File: config.mk
export PLATFORM = sky130hd
export DESIGN_NAME = frsc_top
export DESIGN_NICKNAME = d
export VERILOG_FILES = /design/src/rtl/frsc_pkg.sv /design/src/rtl/frsc_top.sv
export VERILOG_INCLUDE_DIRS = /design/src /design/src/rtl
export SDC_FILE = /design/constraint.sdc
export NUM_CORES = 1
export LEC_CHECK = 0
export BUFFER_PORTS_ARGS = -buffer_cell sky130_fd_sc_hd__buf_2
export CORE_ASPECT_RATIO = 0.9
export CORE_UTILIZATION = 40
export CTS_CLUSTER_SIZE = 14
export DETAILED_ROUTE_END_ITERATION = 10
export PLACE_DENSITY = 0.56
export SYNTH_ARGS = -nofsm -noshare
export SYNTH_HDL_FRONTEND = slang
export SYNTH_SLANG_ARGS = --single-unit
export TNS_END_PERCENT = 10
File: constraint.sdc
create_clock -name clk_i -period 11.11 [get_ports clk_i]
set_clock_uncertainty 0.15 [all_clocks]
set_input_delay 3.333 -clock clk_i [delete_from_list [all_inputs] [get_ports clk_i]]
set_output_delay 3.333 -clock clk_i [all_outputs]
set_load 0.01 [all_outputs]
File: src/rtl/frsc_cfg.svh
// Opcodes, header byte values and timing constants for the command slice
`ifndef FRSC_CFG_SVH
`define FRSC_CFG_SVH

`define FRSC_OP_RESUME 8'h30
`define FRSC_OP_NOP 8'h00
`define FRSC_OP_RST_ARM 8'h66
`define FRSC_OP_RST 8'h99
`define FRSC_OP_PTAB 8'h5A

`define FRSC_SI 0
`define FRSC_SO 1

`define FRSC_HDR_SIG0 8'h53
`define FRSC_HDR_SIG1 8'h46
`define FRSC_HDR_SIG2 8'h44
`define FRSC_HDR_SIG3 8'h50
`define FRSC_HDR_MINOR 8'h06
`define FRSC_HDR_MAJOR 8'h01
`define FRSC_HDR_NPH 8'h02
`define FRSC_HDR_FILL 8'hFF
`define FRSC_HDR_ZERO 8'h00
`define FRSC_PH0_ID 8'h00
`define FRSC_PH0_MINOR 8'h06
`define FRSC_PH0_MAJOR 8'h01
`define FRSC_PH0_LEN 8'h10
`define FRSC_PH0_PTR 8'h30
`define FRSC_PH1_MINOR 8'h00
`define FRSC_PH1_MAJOR 8'h01
`define FRSC_PH1_LEN 8'h04
`define FRSC_PH1_PTR0 8'h10
`define FRSC_PH1_PTR1 8'h01
`define FRSC_PH2_ID 8'h84
`define FRSC_PH2_MINOR 8'h00
`define FRSC_PH2_MAJOR 8'h01
`define FRSC_PH2_LEN 8'h02
`define FRSC_PH2_PTR 8'hC0

`define FRSC_CLK_MHZ 25
`define FRSC_RECOV_IDLE_NS 40000
`define FRSC_RECOV_WRITE_NS 12000000
`define FRSC_RECOV_IDLE_CYC ((`FRSC_RECOV_IDLE_NS * `FRSC_CLK_MHZ + 999) / 1000)
`define FRSC_RECOV_WRITE_CYC ((`FRSC_RECOV_WRITE_NS * `FRSC_CLK_MHZ + 999) / 1000)

`endif

File: src/rtl/frsc_pkg.sv
// Types shared by the command slice: link state and the module state record
package frsc_pkg;
    typedef enum logic [2:0] {
        ST_CMD = 3'h0,
        ST_ADDR = 3'h1,
        ST_DUMMY = 3'h3,
        ST_DATA = 3'h2,
        ST_SKIP = 3'h6
    } frsc_state_e;

    typedef struct packed {
        logic cs1;
        logic cs2;
        logic cs3;
        logic ck1;
        logic ck2;
        logic ck3;
        logic [3:0] d1;
        logic [3:0] d2;
        frsc_state_e st;
        logic [4:0] bitc;
        logic [7:0] shin;
        logic [7:0] opc;
        logic have_op;
        logic exact;
        logic [23:0] addr;
        logic [2:0] obit;
        logic [7:0] osh;
        logic arm;
        logic esf;
        logic psf;
        logic [31:0] recov;
        logic ready;
        logic busy;
        logic resume;
        logic abort;
        logic swrst;
        logic [3:0] sio;
        logic [3:0] sio_oe;
    } frsc_regs_s;
endpackage : frsc_pkg

File: src/rtl/frsc_top.sv
// Serial flash command slice: write resume, no-op, soft reset, parameter header read
`timescale 1ns/100ps
`include "frsc_cfg.svh"

module frsc_top
    import frsc_pkg::*;
#(
    parameter int unsigned RECOV_IDLE_CYC = `FRSC_RECOV_IDLE_CYC,
    parameter int unsigned RECOV_WRITE_CYC = `FRSC_RECOV_WRITE_CYC,
    // Value is arbitrary
    parameter logic [7:0] MAKER_ID = 8'h5C
) (
    input wire logic clk_i,
    input wire logic resetn_i,
    input wire logic cs_n_i,
    input wire logic sclk_i,
    input wire logic [3:0] sio_i,
    input wire logic quad_mode_i,
    input wire logic perf_enhance_i,
    input wire logic erase_suspend_req_i,
    input wire logic program_suspend_req_i,
    input wire logic write_active_i,
    output logic [3:0] sio_o,
    output logic [3:0] sio_oe_o,
    output logic erase_suspended_flag_o,
    output logic program_suspended_flag_o,
    output logic busy_o,
    output logic ready_o,
    output logic resume_o,
    output logic write_abort_o,
    output logic soft_reset_o
);

    frsc_regs_s r;
    frsc_regs_s n;

    logic live;
    logic rise;
    logic fall;
    logic cs_rise;
    logic quad;
    logic bdone;
    logic cmd_end;
    logic do_resume;
    logic do_reset;
    logic [4:0] step;
    logic [4:0] lim;
    logic [4:0] bsum;
    logic [7:0] sin_b;

    // Header area lookup; addresses past the headers read as fill
    function automatic logic [7:0] frsc_hdr_byte(input logic [23:0] a);
        logic [7:0] v;
        v = `FRSC_HDR_FILL;
        if (a[23:5] == 19'h0) begin
            case (a[4:0])
                5'h00: v = `FRSC_HDR_SIG0;
                5'h01: v = `FRSC_HDR_SIG1;
                5'h02: v = `FRSC_HDR_SIG2;
                5'h03: v = `FRSC_HDR_SIG3;
                5'h04: v = `FRSC_HDR_MINOR;
                5'h05: v = `FRSC_HDR_MAJOR;
                5'h06: v = `FRSC_HDR_NPH;
                5'h08: v = `FRSC_PH0_ID;
                5'h09: v = `FRSC_PH0_MINOR;
                5'h0A: v = `FRSC_PH0_MAJOR;
                5'h0B: v = `FRSC_PH0_LEN;
                5'h0C: v = `FRSC_PH0_PTR;
                5'h0D: v = `FRSC_HDR_ZERO;
                5'h0E: v = `FRSC_HDR_ZERO;
                5'h10: v = MAKER_ID;
                5'h11: v = `FRSC_PH1_MINOR;
                5'h12: v = `FRSC_PH1_MAJOR;
                5'h13: v = `FRSC_PH1_LEN;
                5'h14: v = `FRSC_PH1_PTR0;
                5'h15: v = `FRSC_PH1_PTR1;
                5'h16: v = `FRSC_HDR_ZERO;
                5'h18: v = `FRSC_PH2_ID;
                5'h19: v = `FRSC_PH2_MINOR;
                5'h1A: v = `FRSC_PH2_MAJOR;
                5'h1B: v = `FRSC_PH2_LEN;
                5'h1C: v = `FRSC_PH2_PTR;
                5'h1D: v = `FRSC_HDR_ZERO;
                5'h1E: v = `FRSC_HDR_ZERO;
                default: v = `FRSC_HDR_FILL;
            endcase
        end
        return v;
    endfunction : frsc_hdr_byte

    // Link edges come from the second and third sync stages only
    assign live = ~r.cs2 & r.ready;
    assign rise = live & r.ck2 & ~r.ck3;
    assign fall = live & ~r.ck2 & r.ck3;
    assign cs_rise = r.cs2 & ~r.cs3;
    assign quad = quad_mode_i;

    // Single line takes SI only, quad takes all four lines per clock
    assign step = quad ? 5'h4 : 5'h1;
    assign lim = (r.st == ST_ADDR) ? 5'h18 : 5'h08;
    assign bsum = r.bitc + step;
    assign bdone = (bsum == lim);
    assign sin_b = quad ? {r.shin[3:0], r.d2} : {r.shin[6:0], r.d2[`FRSC_SI]};

    // Commands act only when chip select rises right after the opcode byte, with no extra clock
    assign cmd_end = cs_rise & r.have_op & r.exact & r.ready;
    assign do_resume = cmd_end & (r.opc == `FRSC_OP_RESUME) & ~perf_enhance_i
                       & (r.esf | r.psf);
    assign do_reset = cmd_end & (r.opc == `FRSC_OP_RST) & r.arm;

    // Next-state logic for the whole slice
    always_comb begin
        logic [7:0] ob;
        ob = 8'h00;
        n = r;
        n.cs1 = cs_n_i;
        n.cs2 = r.cs1;
        n.cs3 = r.cs2;
        n.ck1 = sclk_i;
        n.ck2 = r.ck1;
        n.ck3 = r.ck2;
        n.d1 = sio_i;
        n.d2 = r.d1;
        n.resume = 1'b0;
        n.abort = 1'b0;
        n.swrst = 1'b0;

        // Frame handling; during recovery any frame is dropped and held in ST_SKIP with outputs released
        if (r.cs2 | ~r.ready) begin
            n.st = r.cs2 ? ST_CMD : ST_SKIP;
            n.bitc = 5'h00;
            n.obit = 3'h0;
            n.sio_oe = 4'h0;
            if (cs_rise) begin
                // Any other framed command drops a pending arm
                if (r.have_op) begin
                    n.arm = (r.opc == `FRSC_OP_RST_ARM) & r.exact;
                end
                n.have_op = 1'b0;
            end
        end else begin
            if (rise) begin
                case (r.st)
                    ST_CMD: begin
                        n.shin = sin_b;
                        n.bitc = bdone ? 5'h00 : bsum;
                        if (bdone) begin
                            n.opc = sin_b;
                            n.have_op = 1'b1;
                            n.exact = 1'b1;
                            n.st = (sin_b == `FRSC_OP_PTAB) ? ST_ADDR : ST_SKIP;
                        end
                    end
                    ST_ADDR: begin
                        n.addr = quad ? {r.addr[19:0], r.d2} : {r.addr[22:0], r.d2[`FRSC_SI]};
                        n.bitc = bdone ? 5'h00 : bsum;
                        if (bdone) begin
                            n.st = ST_DUMMY;
                        end
                    end
                    ST_DUMMY: begin
                        n.bitc = bdone ? 5'h00 : bsum;
                        if (bdone) begin
                            n.st = ST_DATA;
                            n.obit = 3'h0;
                        end
                    end
                    ST_DATA: begin
                        n.st = ST_DATA;
                    end
                    ST_SKIP: begin
                        // Extra clocks past the opcode make it a broken frame
                        n.exact = 1'b0;
                    end
                    default: begin
                        n.st = ST_SKIP;
                    end
                endcase
            end
            // Drive on the falling edge so the host samples on the next rise
            if (fall && (r.st == ST_DATA)) begin
                if (r.obit == 3'h0) begin
                    ob = frsc_hdr_byte(r.addr);
                    n.addr = r.addr + 24'h000001;
                end else begin
                    ob = r.osh;
                end
                n.osh = quad ? {ob[3:0], 4'h0} : {ob[6:0], 1'b0};
                n.obit = quad ? 3'(r.obit + 3'h4) : 3'(r.obit + 3'h1);
                n.sio = quad ? ob[7:4] : {2'b00, ob[7], 1'b0};
                n.sio_oe = quad ? 4'hF : 4'h2;
            end
        end

        // Suspend flags: a new suspend wins over a resume or reset clear
        n.esf = erase_suspend_req_i | (r.esf & ~do_resume & ~do_reset);
        n.psf = program_suspend_req_i | (r.psf & ~do_resume & ~do_reset);
        n.resume = do_resume;

        // Soft reset: recovery length depends on what was running
        if (do_reset) begin
            n.arm = 1'b0;
            n.swrst = 1'b1;
            n.abort = write_active_i;
            n.recov = write_active_i ? 32'(RECOV_WRITE_CYC) : 32'(RECOV_IDLE_CYC);
            n.sio_oe = 4'h0;
            n.st = ST_SKIP;
            n.have_op = 1'b0;
        end else if (r.recov != 32'h0) begin
            n.recov = r.recov - 32'h1;
        end
        n.ready = (n.recov == 32'h0);
        // Busy covers a running write that is not suspended, and recovery
        n.busy = (write_active_i & ~n.esf & ~n.psf & ~do_reset) | ~n.ready;
    end

    // State register; synchronous active-low reset to constants only
    always_ff @(posedge clk_i) begin
        if (!resetn_i) begin
            r <= '0;
            r.cs1 <= 1'b1;
            r.cs2 <= 1'b1;
            r.cs3 <= 1'b1;
            r.ready <= 1'b1;
        end else begin
            r <= n;
        end
    end

    // All outputs straight from the state register
    assign sio_o = r.sio;
    assign sio_oe_o = r.sio_oe;
    assign erase_suspended_flag_o = r.esf;
    assign program_suspended_flag_o = r.psf;
    assign busy_o = r.busy;
    assign ready_o = r.ready;
    assign resume_o = r.resume;
    assign write_abort_o = r.abort;
    assign soft_reset_o = r.swrst;
endmodule : frsc_top

==> results of run 1 <==
-- layout make-up --
class	count	area [sq um]	share of cell area [%]
multi-input cells	654	4050	52.4
flip-flops and latches	127	2540	32.9
clock buffers	21	450	5.83
well taps	211	264	3.42
repair buffers	34	188	2.43
clock inverters	10	161	2.09
inverters	19	71.3	0.923
-- state kept, by name (all words and copies together) (netlist names), named ones only --
| signal | count |
|---|---|
| r | 98 |
| n | 8 |
| sio_o | 4 |
| sio_oe_o | 2 |
| busy_o | 1 |
| erase_suspended_flag_o | 1 |
| program_suspended_flag_o | 1 |
| ready_o | 1 |
| resume_o | 1 |
| soft_reset_o | 1 |
| write_abort_o | 1 |
-- worst max-delay path, delay by kind of cell --
kind / cells / cell delay [ns]
AO/OA/AOI/OAI: 1 / 0.15
buffers and inverters: 3 / 0.98
XOR/XNOR: 1 / 0.22
AND/OR/NAND/NOR: 4 / 1.31
adder cells (fa/ha/maj): 2 / 0.56
multiplexers: 1 / 0.28
-- Yosys cell counts, types with 9 or more instances --
master	count	area, sq um
dfxtp_1	127	2540
nor2_1	107	402
nand2_1	76	285
a21oi_1	61	305
clkbuf_1	46	173
o21ai_0	45	225
mux2i_1	33	330
a211oi_1	26	195
nand3_1	24	120
nor3_1	23	115
nor4_1	20	125
inv_1	18	67.6
and2_1	16	100
xnor2_1	16	140
a31oi_1	14	87.6
nor2b_1	14	87.6
and3_1	13	81.3
ha_1	13	163
nand4_1	12	75.1
or4_1	10	75.1
xor2_1	10	87.6
buf_4	9	67.6
-- report_power, final --
group	total [uW]	leakage (uW)	internal, uW	switching (uW)
clock network	588	0.000301	380	208
logic	755	0.00159	311	444
registers	596	0.00103	517	79.1
-- cell families after synthesis --
group	share of synthesized area (%)
buf+inv	4.89
xor+xnor	3.61
compound gates	19.1
flops	36.7
fa+ha+maj	2.35
simple gates	27.3
mux	6.07
-- stage by stage --
step | hold slack, ns | cell area (sq um)
floorplan | 0.236 | 6930
finish | 0.255 | 7720
detailed placement | 0.243 | 7110
global placement | 0.250 | 7110
global route | 0.285 | 7720
CTS | 0.256 | 7720
-- final timing paths --
path | slack [ns] | cells past startpoint | start | end
hold reg to reg | 0.25 | 1 | n[121] | n[120]
hold / removal | 0.25 | 1 | n[121] | n[120]
setup / recovery | 4.40 | 12 | quad_mode_i | r[85]
setup reg to reg | 7.12 | 13 | r[56] | register
-- layer usage --
metal / GRT usage [%] / part of all wire (%) / vias to the layer above
met5: 0 / 0 / -
met3: 4.95 / 5.2 / 21
met1: 28.9 / 48 / 2968
li1: - / - / 3101
met4: 6.71 / 1.3 / 0
met2: 32.9 / 45 / 175
==> results.txt, run 1 <==
Max Clk Rate: 0.149 GHz
crit end category: register
TNS Setup: 0 ns
Tot Pwr: 1940 uW
die span in x: 141 microns
CTS HTree Levels: 4
Initial Utilization: 41.0%
total track usage: 21.2%
YS warnings: 0
commonest non-fill, non-tap cell in the layout: dfxtp_1
Vias/cell: 5.82
non-filler instance count after layout: 1076
Iteration-0 DRC Markers: 503
Die Height: 127 microns
power density over the cells: 251 nW/um^2
final core occ: 45.7%
CTS root buffer: clkbuf_16
placed cells: 1045
WL/cell: 16.5 microns
pre-CTS WS: 4.01 ns
largest net degree at the start of global routing: 56
TritonRoute pass-1 iters: 5
Worst path slowest cell: nor2b_1
status: completed
number of I/O pins: 28
WP data arrival: 6.84 ns
core area: 16900 sq um
Leak Pwr: 0.00292 uW
crit-path max FO: 42
Final Max Slew Viols: 0
Site Rows: 45
slew margin rel.: 23.9%
vias in the first global route: 5952
Tightest Pin Transition: 1.14 ns
ys flop type: dfxtp_1
Yosys reg bits: 127
Setup-failing EPs final: 0
share of layout cells above drive strength 1: 10.1%
final worst path period need: 6.71 ns
Seq/Total Area, Yosys: 36.7%
first-pass GRT wire length: 30100 microns
Area growth, synth to finish: 11.5%
clk sinks: 127
clock-pin slew on the worst setup and hold paths: 0.05 ns
most frequent cells in the layout: dfxtp_1 (127), nor2_1 (107), nand2_1 (76), a21oi_1 (61), o21ai_0 (45)
CTS Buf Count: 17
max cap viols: 0
maximum VDD drop: 0.272 mV
later-pin clock latency in the skew report: 0.42 ns
Post-CTS Setup Inserts: 0
Final Cycle Share: 60.4%
Mapped Area: 6930 sq um
CTS tree: built
IO buf count: 27
ANT cells: 0
Worst path max stage delay: 0.94 ns
CTS Hold Buffers Added: 0
crit-path cells: buf_2 -> buf_4 -> clkinv_1 -> ha_1 -> ha_1 -> a21oi_1 -> nor2b_1 -> xnor3_1 -> nand4_1 -> nor2b_1 -> mux2i_1 -> nor2_1
final RePlAce weighted congestion: 0.798
Startpoint Class: input pin
Post-synth ARST share: 0%
Final HPWL DP: 12100 microns
Die ar.: 17900 sq um
Worst Hold Class: reg -> reg
post-synthesis cell type count: 73
RSZ-0062 raised after global routing: no
WL final: 17800 microns
Final Hold Viols: 0
Final ANT Viol Nets: 0
initial antenna violation count: 0
Final Net Count: 879
Mapped Avg Cell Area: 8.06 sq um
gr ovfl total: 0
WP data required: 11.24 ns
residual DRC count: 0
Vias: 6265
final setup margin: 4.40 ns
CTS Buffer Depth: 2
Post-Syn Instances: 860
syn nets: 886
CP Class: in -> reg
number of enable flip-flop cells after synthesis: 0
fill cell count: 1640
cells resized by post-CTS repair: 0
No activity file was read; power rests on OpenSTA's default activity.
==> run 2: changes to the inputs <==
- clock period: 11.11 -> 6.66 ns (I/O delays scaled with it)
==> run 2 against run 1 <==
Hold slack better by 0.0055 ns; largest power group unchanged; routed wire length is 0.55% higher; highest routed layer unchanged; die area unchanged; sequential power is 67% higher; largest cell class unchanged; critical path type unchanged.
==> results.txt, run 2 (same netlist as run 1, synthesis figures left out) <==
RSZ-0062 raised after global routing: no
Tightest Pin Transition: 1.10 ns (-0.0352 ns)
vias in the first global route: 5916 (-0.60%)
Die ar.: 17900 sq um (unchanged)
final core occ: 45.7% (about the same)
Vias/cell: 5.79 (-0.49%)
Worst path slowest cell: nor2b_1
hold depth: 1 (unchanged)
WL/cell: 16.6 microns (+0.55%)
R2R depth: 13 (unchanged)
Area after DPL: 7100 sq um (-0.11%)
first-pass GRT wire length: 29600 microns (-1.7%)
crit end category: register
CTS Buffer Depth: 2 (unchanged)
Post-CTS Setup Inserts: 0 (unchanged)
Tot Pwr: 3220 uW (+66%)
largest net degree at the start of global routing: 56 (unchanged)
maximum VDD drop: 0.368 mV (+36%)
Final Cycle Share: 71.0%
WP data required: 6.80 ns (-4.44 ns)
most frequent cells in the layout: dfxtp_1 (127), nor2_1 (107), nand2_1 (76), a21oi_1 (61), o21ai_0 (45)
share of layout cells above drive strength 1: 10.3% (+0.23 points)
initial antenna violation count: 0 (unchanged)
final worst path period need: 4.73 ns
CTS Buf Count: 17 (unchanged)
TritonRoute pass-1 iters: 4 (-1)
Site Rows: 45 (unchanged)
TNS Setup: 0 ns (unchanged)
CP dominant cell by count: nor2b_1
cells resized by post-CTS repair: 0 (unchanged)
WL final: 17900 microns (+0.55%)
reg-to-reg slack, setup: 2.43 ns (-4.69 ns)
Final Net Count: 878 (-0.11%)
CTS HTree Levels: 4 (unchanged)
Final Hold Viols: 0 (unchanged)
largest register by flop count: r
clk sinks: 127 (unchanged)
ANT cells: 0 (unchanged)
core area: 16900 sq um (unchanged)
residual DRC count: 0 (unchanged)
Max Clk Rate: 0.211 GHz
total track usage: 20.9% (-0.27 points)
crit-path cells: buf_2 -> buf_4 -> ha_1 -> a21oi_1 -> nor2b_1 -> xnor3_1 -> nand4_1 -> nor2b_1 -> mux2i_1 -> nor2_1
max reg flops: 98 (unchanged)
Die Height: 127 microns (unchanged)
number of I/O pins: 28 (unchanged)
Hold Path Origin: n[121]
IO buf count: 27 (unchanged)
WP data arrival: 4.87 ns (-1.97 ns)
Worst Hold Path EP: n[120]
final instance area: 7720 sq um (about the same)
max cap viols: 0 (unchanged)
fill cell count: 1626 (-0.85%)
Final ANT Viol Nets: 0 (unchanged)
gr ovfl total: 0 (unchanged)
final RePlAce weighted congestion: 0.849 (+6.4%)
status: completed
commonest non-fill, non-tap cell in the layout: dfxtp_1
CTS Hold Buffers Added: 0 (unchanged)
later-pin clock latency in the skew report: 0.43 ns (about the same)
worst hold slack: 0.260 ns (+0.00546 ns)
Worst path max stage delay: 0.91 ns (-0.03 ns)
Initial Utilization: 41.0% (unchanged)
slew margin rel.: 26.3% (+2.4 points)
Final HPWL DP: 12300 microns (+1.7%)
power density over the cells: 417 nW/um^2 (+66%)
Worst Hold Class: reg -> reg
Setup-failing EPs final: 0 (unchanged)
Iteration-0 DRC Markers: 473 (-6.0%)
clock-pin slew on the worst setup and hold paths: 0.06 ns (about the same)
CTS tree: built
Leak Pwr: 0.00289 uW (-0.87%)
Vias: 6234 (-0.49%)
Startpoint Class: input pin
die span in x: 141 microns (unchanged)
CP Class: in -> reg
Area growth, synth to finish: 11.4% (about the same)
FF-to-FF Start: r[56]
crit-path max FO: 41 (-2.4%)
Final Max Slew Viols: 0 (unchanged)
CTS root buffer: clkbuf_16
-- run 2: routing by layer --
layer,wire [microns],up-vias,global-route usage [%]
li1,-,3109,-
met1,8740,2982,27.8
met2,8190,124,33.0
met3,728,19,4.95
met4,217,0,7.16
met5,0,-,0
-- run 2: report_power, final --
| group | internal (uW) | switching (uW) |
|---|---|---|
| clock | 594 | 373 |
| combinational | 518 | 740 |
| sequential | 862 | 132 |
| total | 1970 | 1250 |
-- run 2: metrics by stage --
step | setup WS (ns) | cells
finish | 1.93 | 1076
global route | 1.68 | 1076
CTS | 1.95 | 1076
detailed placement | 1.52 | 1044
global placement | 1.66 | 1044
floorplan | 2.11 | 860
-- run 2: critical path, delay by kind of cell --
| kind | cells | cell delay (ns) |
|---|---|---|
| AO/OA/AOI/OAI | 1 | 0.16 |
| multiplexers | 1 | 0.27 |
| buffers and inverters | 2 | 0.57 |
| adder cells (fa/ha/maj) | 1 | 0.38 |
| AND/OR/NAND/NOR | 4 | 1.26 |
| XOR/XNOR | 1 | 0.21 |
-- run 2: worst max-delay path by stage --
stage,start,end,slack [ns]
2_1_floorplan,quad_mode_i,r[90],2.11
3_3_place_gp,quad_mode_i,r[85],1.66
3_5_place_dp,quad_mode_i,r[85],1.52
4_1_cts,quad_mode_i,r[85],1.95
5_1_grt,quad_mode_i,r[92],1.68
6_report,quad_mode_i,r[85],1.93
-- run 2: area by class of cell --
class | instances | area, sq um | share of cell area (%)
Clock inverter | 14 | 183 | 2.37
Tap cell | 211 | 264 | 3.42
Inverter | 19 | 71.3 | 0.924
Clock buffer | 18 | 429 | 5.56
Sequential cell | 127 | 2540 | 32.9
Multi-Input combinational cell | 654 | 4050 | 52.4
Timing Repair Buffer | 33 | 180 | 2.34
==> run 3: changes to the inputs <==
- ABC_AREA: unset -> 1
- clock period: 6.66 -> 4.55 ns (I/O delays scaled with it)
==> run 3 against run 2 <==
Die area increased by 6.1%; hold slack improved by 0.0011 ns; cell count increased by 30%; first-iteration DRC count increased by 35%; sequential power increased by 38%; non-clock buffer count increased by 3; worst setup slack got worse by 1.1 ns; combinational power increased by 59%; register-to-register slack got worse by 0.98 ns; global-route usage increased by 1.3 points; critical path depth increased by 2; critical path type unchanged; largest cell class unchanged.
==> results.txt, run 3 <==
power density over the cells: 565 nW/um^2 (+35%)
later-pin clock latency in the skew report: 0.42 ns (about the same)
syn nets: 1159 (+31%)
final worst path period need: 3.68 ns
pre-CTS WS: 0.470 ns (-1.05 ns)
total track usage: 22.2% (+1.3 points)
Die ar.: 18900 sq um (+6.1%)
number of enable flip-flop cells after synthesis: 0 (unchanged)
CP Class: in -> reg
Final Max Slew Viols: 0 (unchanged)
Final Net Count: 1170 (+33%)
Post-synth ARST share: 0% (unchanged)
Final HPWL DP: 14400 microns (+17%)
simple-gate portion of the synthesized area: 37.6% (+10 points)
maximum VDD drop: 0.276 mV (-25%)
Max Clk Rate: 0.271 GHz
clk sinks: 127 (unchanged)
vias in the first global route: 6437 (+8.8%)
Worst Hold Class: reg -> reg
Initial Utilization: 41.4% (+0.36 points)
Compound-Gate Fraction of Synth Area: 13.5% (-5.6 points)
status: completed
Synth area leaders: dfxtp_1 (35%), nand2_1 (13%), nor2_1 (8.2%)
CTS tree: built
WP data arrival: 3.82 ns (-1.05 ns)
CTS HTree Levels: 4 (unchanged)
IO buf count: 27 (unchanged)
mux cell area share after synthesis: 0.136% (-5.9 points)
worst hold slack: 0.261 ns (+0.00106 ns)
Crit. Startpoint: quad_mode_i
initial antenna violation count: 0 (unchanged)
Site Rows: 46 (+2.2%)
number of I/O pins: 28 (unchanged)
Leak Pwr: 0.00367 uW (+27%)
Vias/cell: 5.11 (-12%)
final RePlAce weighted congestion: 0.905 (+6.6%)
Hold Path Origin: n[110]
Iteration-0 DRC Markers: 639 (+35%)
die span in x: 145 microns (+3.0%)
ANT cells: 0 (unchanged)
Area growth, synth to finish: 11.4% (about the same)
Yosys reg bits: 127 (unchanged)
TNS Setup: 0 ns (unchanged)
WL/cell: 14.2 microns (-15%)
Final Cycle Share: 81.0%
commonest non-fill, non-tap cell in the layout: nand2_1
max cap viols: 0 (unchanged)
Mapped Avg Cell Area: 6.49 sq um (-19%)
Final ANT Viol Nets: 0 (unchanged)
XOR/XNOR share of the synthesized area: 2.14% (-1.5 points)
WP data required: 4.69 ns (-2.11 ns)
RSZ-0062 raised after global routing: no
max reg flops: 98 (unchanged)
gr ovfl total: 0 (unchanged)
Post-Syn Instances: 1133 (+32%)
share of layout cells above drive strength 1: 10.4% (+0.083 points)
CTS root buffer: clkbuf_16
most frequent cells in the layout: nand2_1 (264), nor2_1 (161), dfxtp_1 (127), inv_1 (121), nand3_1 (105)
Post-CTS Setup Inserts: 0 (unchanged)
most common cell in the netlist: nand2_1
cells resized by post-CTS repair: 0 (unchanged)
post-synth top area share: 34.6% (-2.1 points)
Seq/Total Area, Yosys: 34.6% (-2.1 points)
clock-pin slew on the worst setup and hold paths: 0.06 ns (about the same)
first-pass GRT wire length: 33500 microns (+13%)
Die Height: 131 microns (+3.0%)
FF-to-FF Start: ready_o
final setup margin: 0.866 ns (-1.07 ns)
core area: 17800 sq um (+5.3%)
residual DRC count: 0 (unchanged)
crit-path max FO: 20 (-51%)
Setup-failing EPs final: 0 (unchanged)
Synth area leader: dfxtp_1
CTS Buffer Depth: 2 (unchanged)
YS warnings: 0 (unchanged)
CTS Hold Buffers Added: 0 (unchanged)
slew margin rel.: 33.4% (+7.2 points)
largest net degree at the start of global routing: 46 (-18%)
Synth Area in Adders: 2.21% (-0.14 points)
post-synthesis cell type count: 51 (-30%)
Vias: 7139 (+15%)
ys flop type: dfxtp_1
Tightest Pin Transition: 0.991 ns (-0.113 ns)
WL final: 19800 microns (+11%)
hold depth: 2 (+1)
crit end category: register
largest family of logic cells by synthesized area: simple AND/OR/NAND/NOR gates
final core occ: 46.1% (+0.39 points)
largest register by flop count: r
Final Hold Viols: 0 (unchanged)
Startpoint Class: input pin
R2R depth: 15 (+2)
Mapped Area: 7360 sq um (+6.2%)
CTS Buf Count: 17 (unchanged)
synth cell count leaders: nand2_1 (264), nor2_1 (161), dfxtp_1 (127), inv_1 (121), nand3_1 (105)
TritonRoute pass-1 iters: 5 (+1)
-- run 3: worst paths after layout --
| path | slack (ns) | to |
|---|---|---|
| max | 0.87 | r[88] |
| min | 0.26 | r[110] |
| max reg2reg | 1.45 | register |
| min reg2reg | 0.26 | r[110] |
-- run 3: cell type report --
cell class	instances	area (sq um)
flip-flops and latches	127	2540
repair buffers	36	203
clock inverters	11	92.6
inverters	135	512
multi-input cells	827	4090
fillers	1866	9590
well taps	240	300
clock buffers	21	450
-- run 3: stage by stage --
stage / cell area, sq um / std cells / power [uW]
after floorplan: 7360 / 1133 / 2880
after CTS: 8190 / 1397 / 4630
after global routing: 8190 / 1397 / 5020
after detailed placement: 7650 / 1365 / 3350
after global placement: 7650 / 1365 / 3360
final: 8190 / 1397 / 4630
-- run 3: power breakdown --
| group | switching, uW | internal, uW | total [uW] |
|---|---|---|---|
| Combinational | 1360 | 635 | 2000 |
| Sequential | 133 | 1240 | 1370 |
| Clock | 504 | 759 | 1260 |
| Total | 2000 | 2640 | 4630 |
-- run 3: routing by layer --
layer,part of all wire [%],up-vias,GRT usage [%]
met5,0,-,0
met4,1.5,0,6.76
met3,6.3,21,4.83
met2,39,188,32.0
met1,53,3221,32.8
li1,-,3709,-
-- run 3: cell families (layout without fill, tap and decap cells) --
group                    Yosys count  in the layout
AND/OR/NAND/NOR                  618            618
buffers and inverters            179            203
AO/OA/AOI/OAI                    177            177
flip-flops                       127            127
XOR/XNOR                          18             18
adder cells (fa/ha/maj)           13             13
multiplexers                       1              1
-- run 3: critical path, cell delays in order --
cell,delay (ns)
buf_2,0.13
buf_4,0.20
ha_1,0.35
nand3_1,0.09
nand2_1,0.06
xor2_1,0.15
nor4_1,0.28
nand2_1,0.15
nor2_1,0.28
nand2_1,0.38
o21ai_0,0.30
a21oi_1,0.06
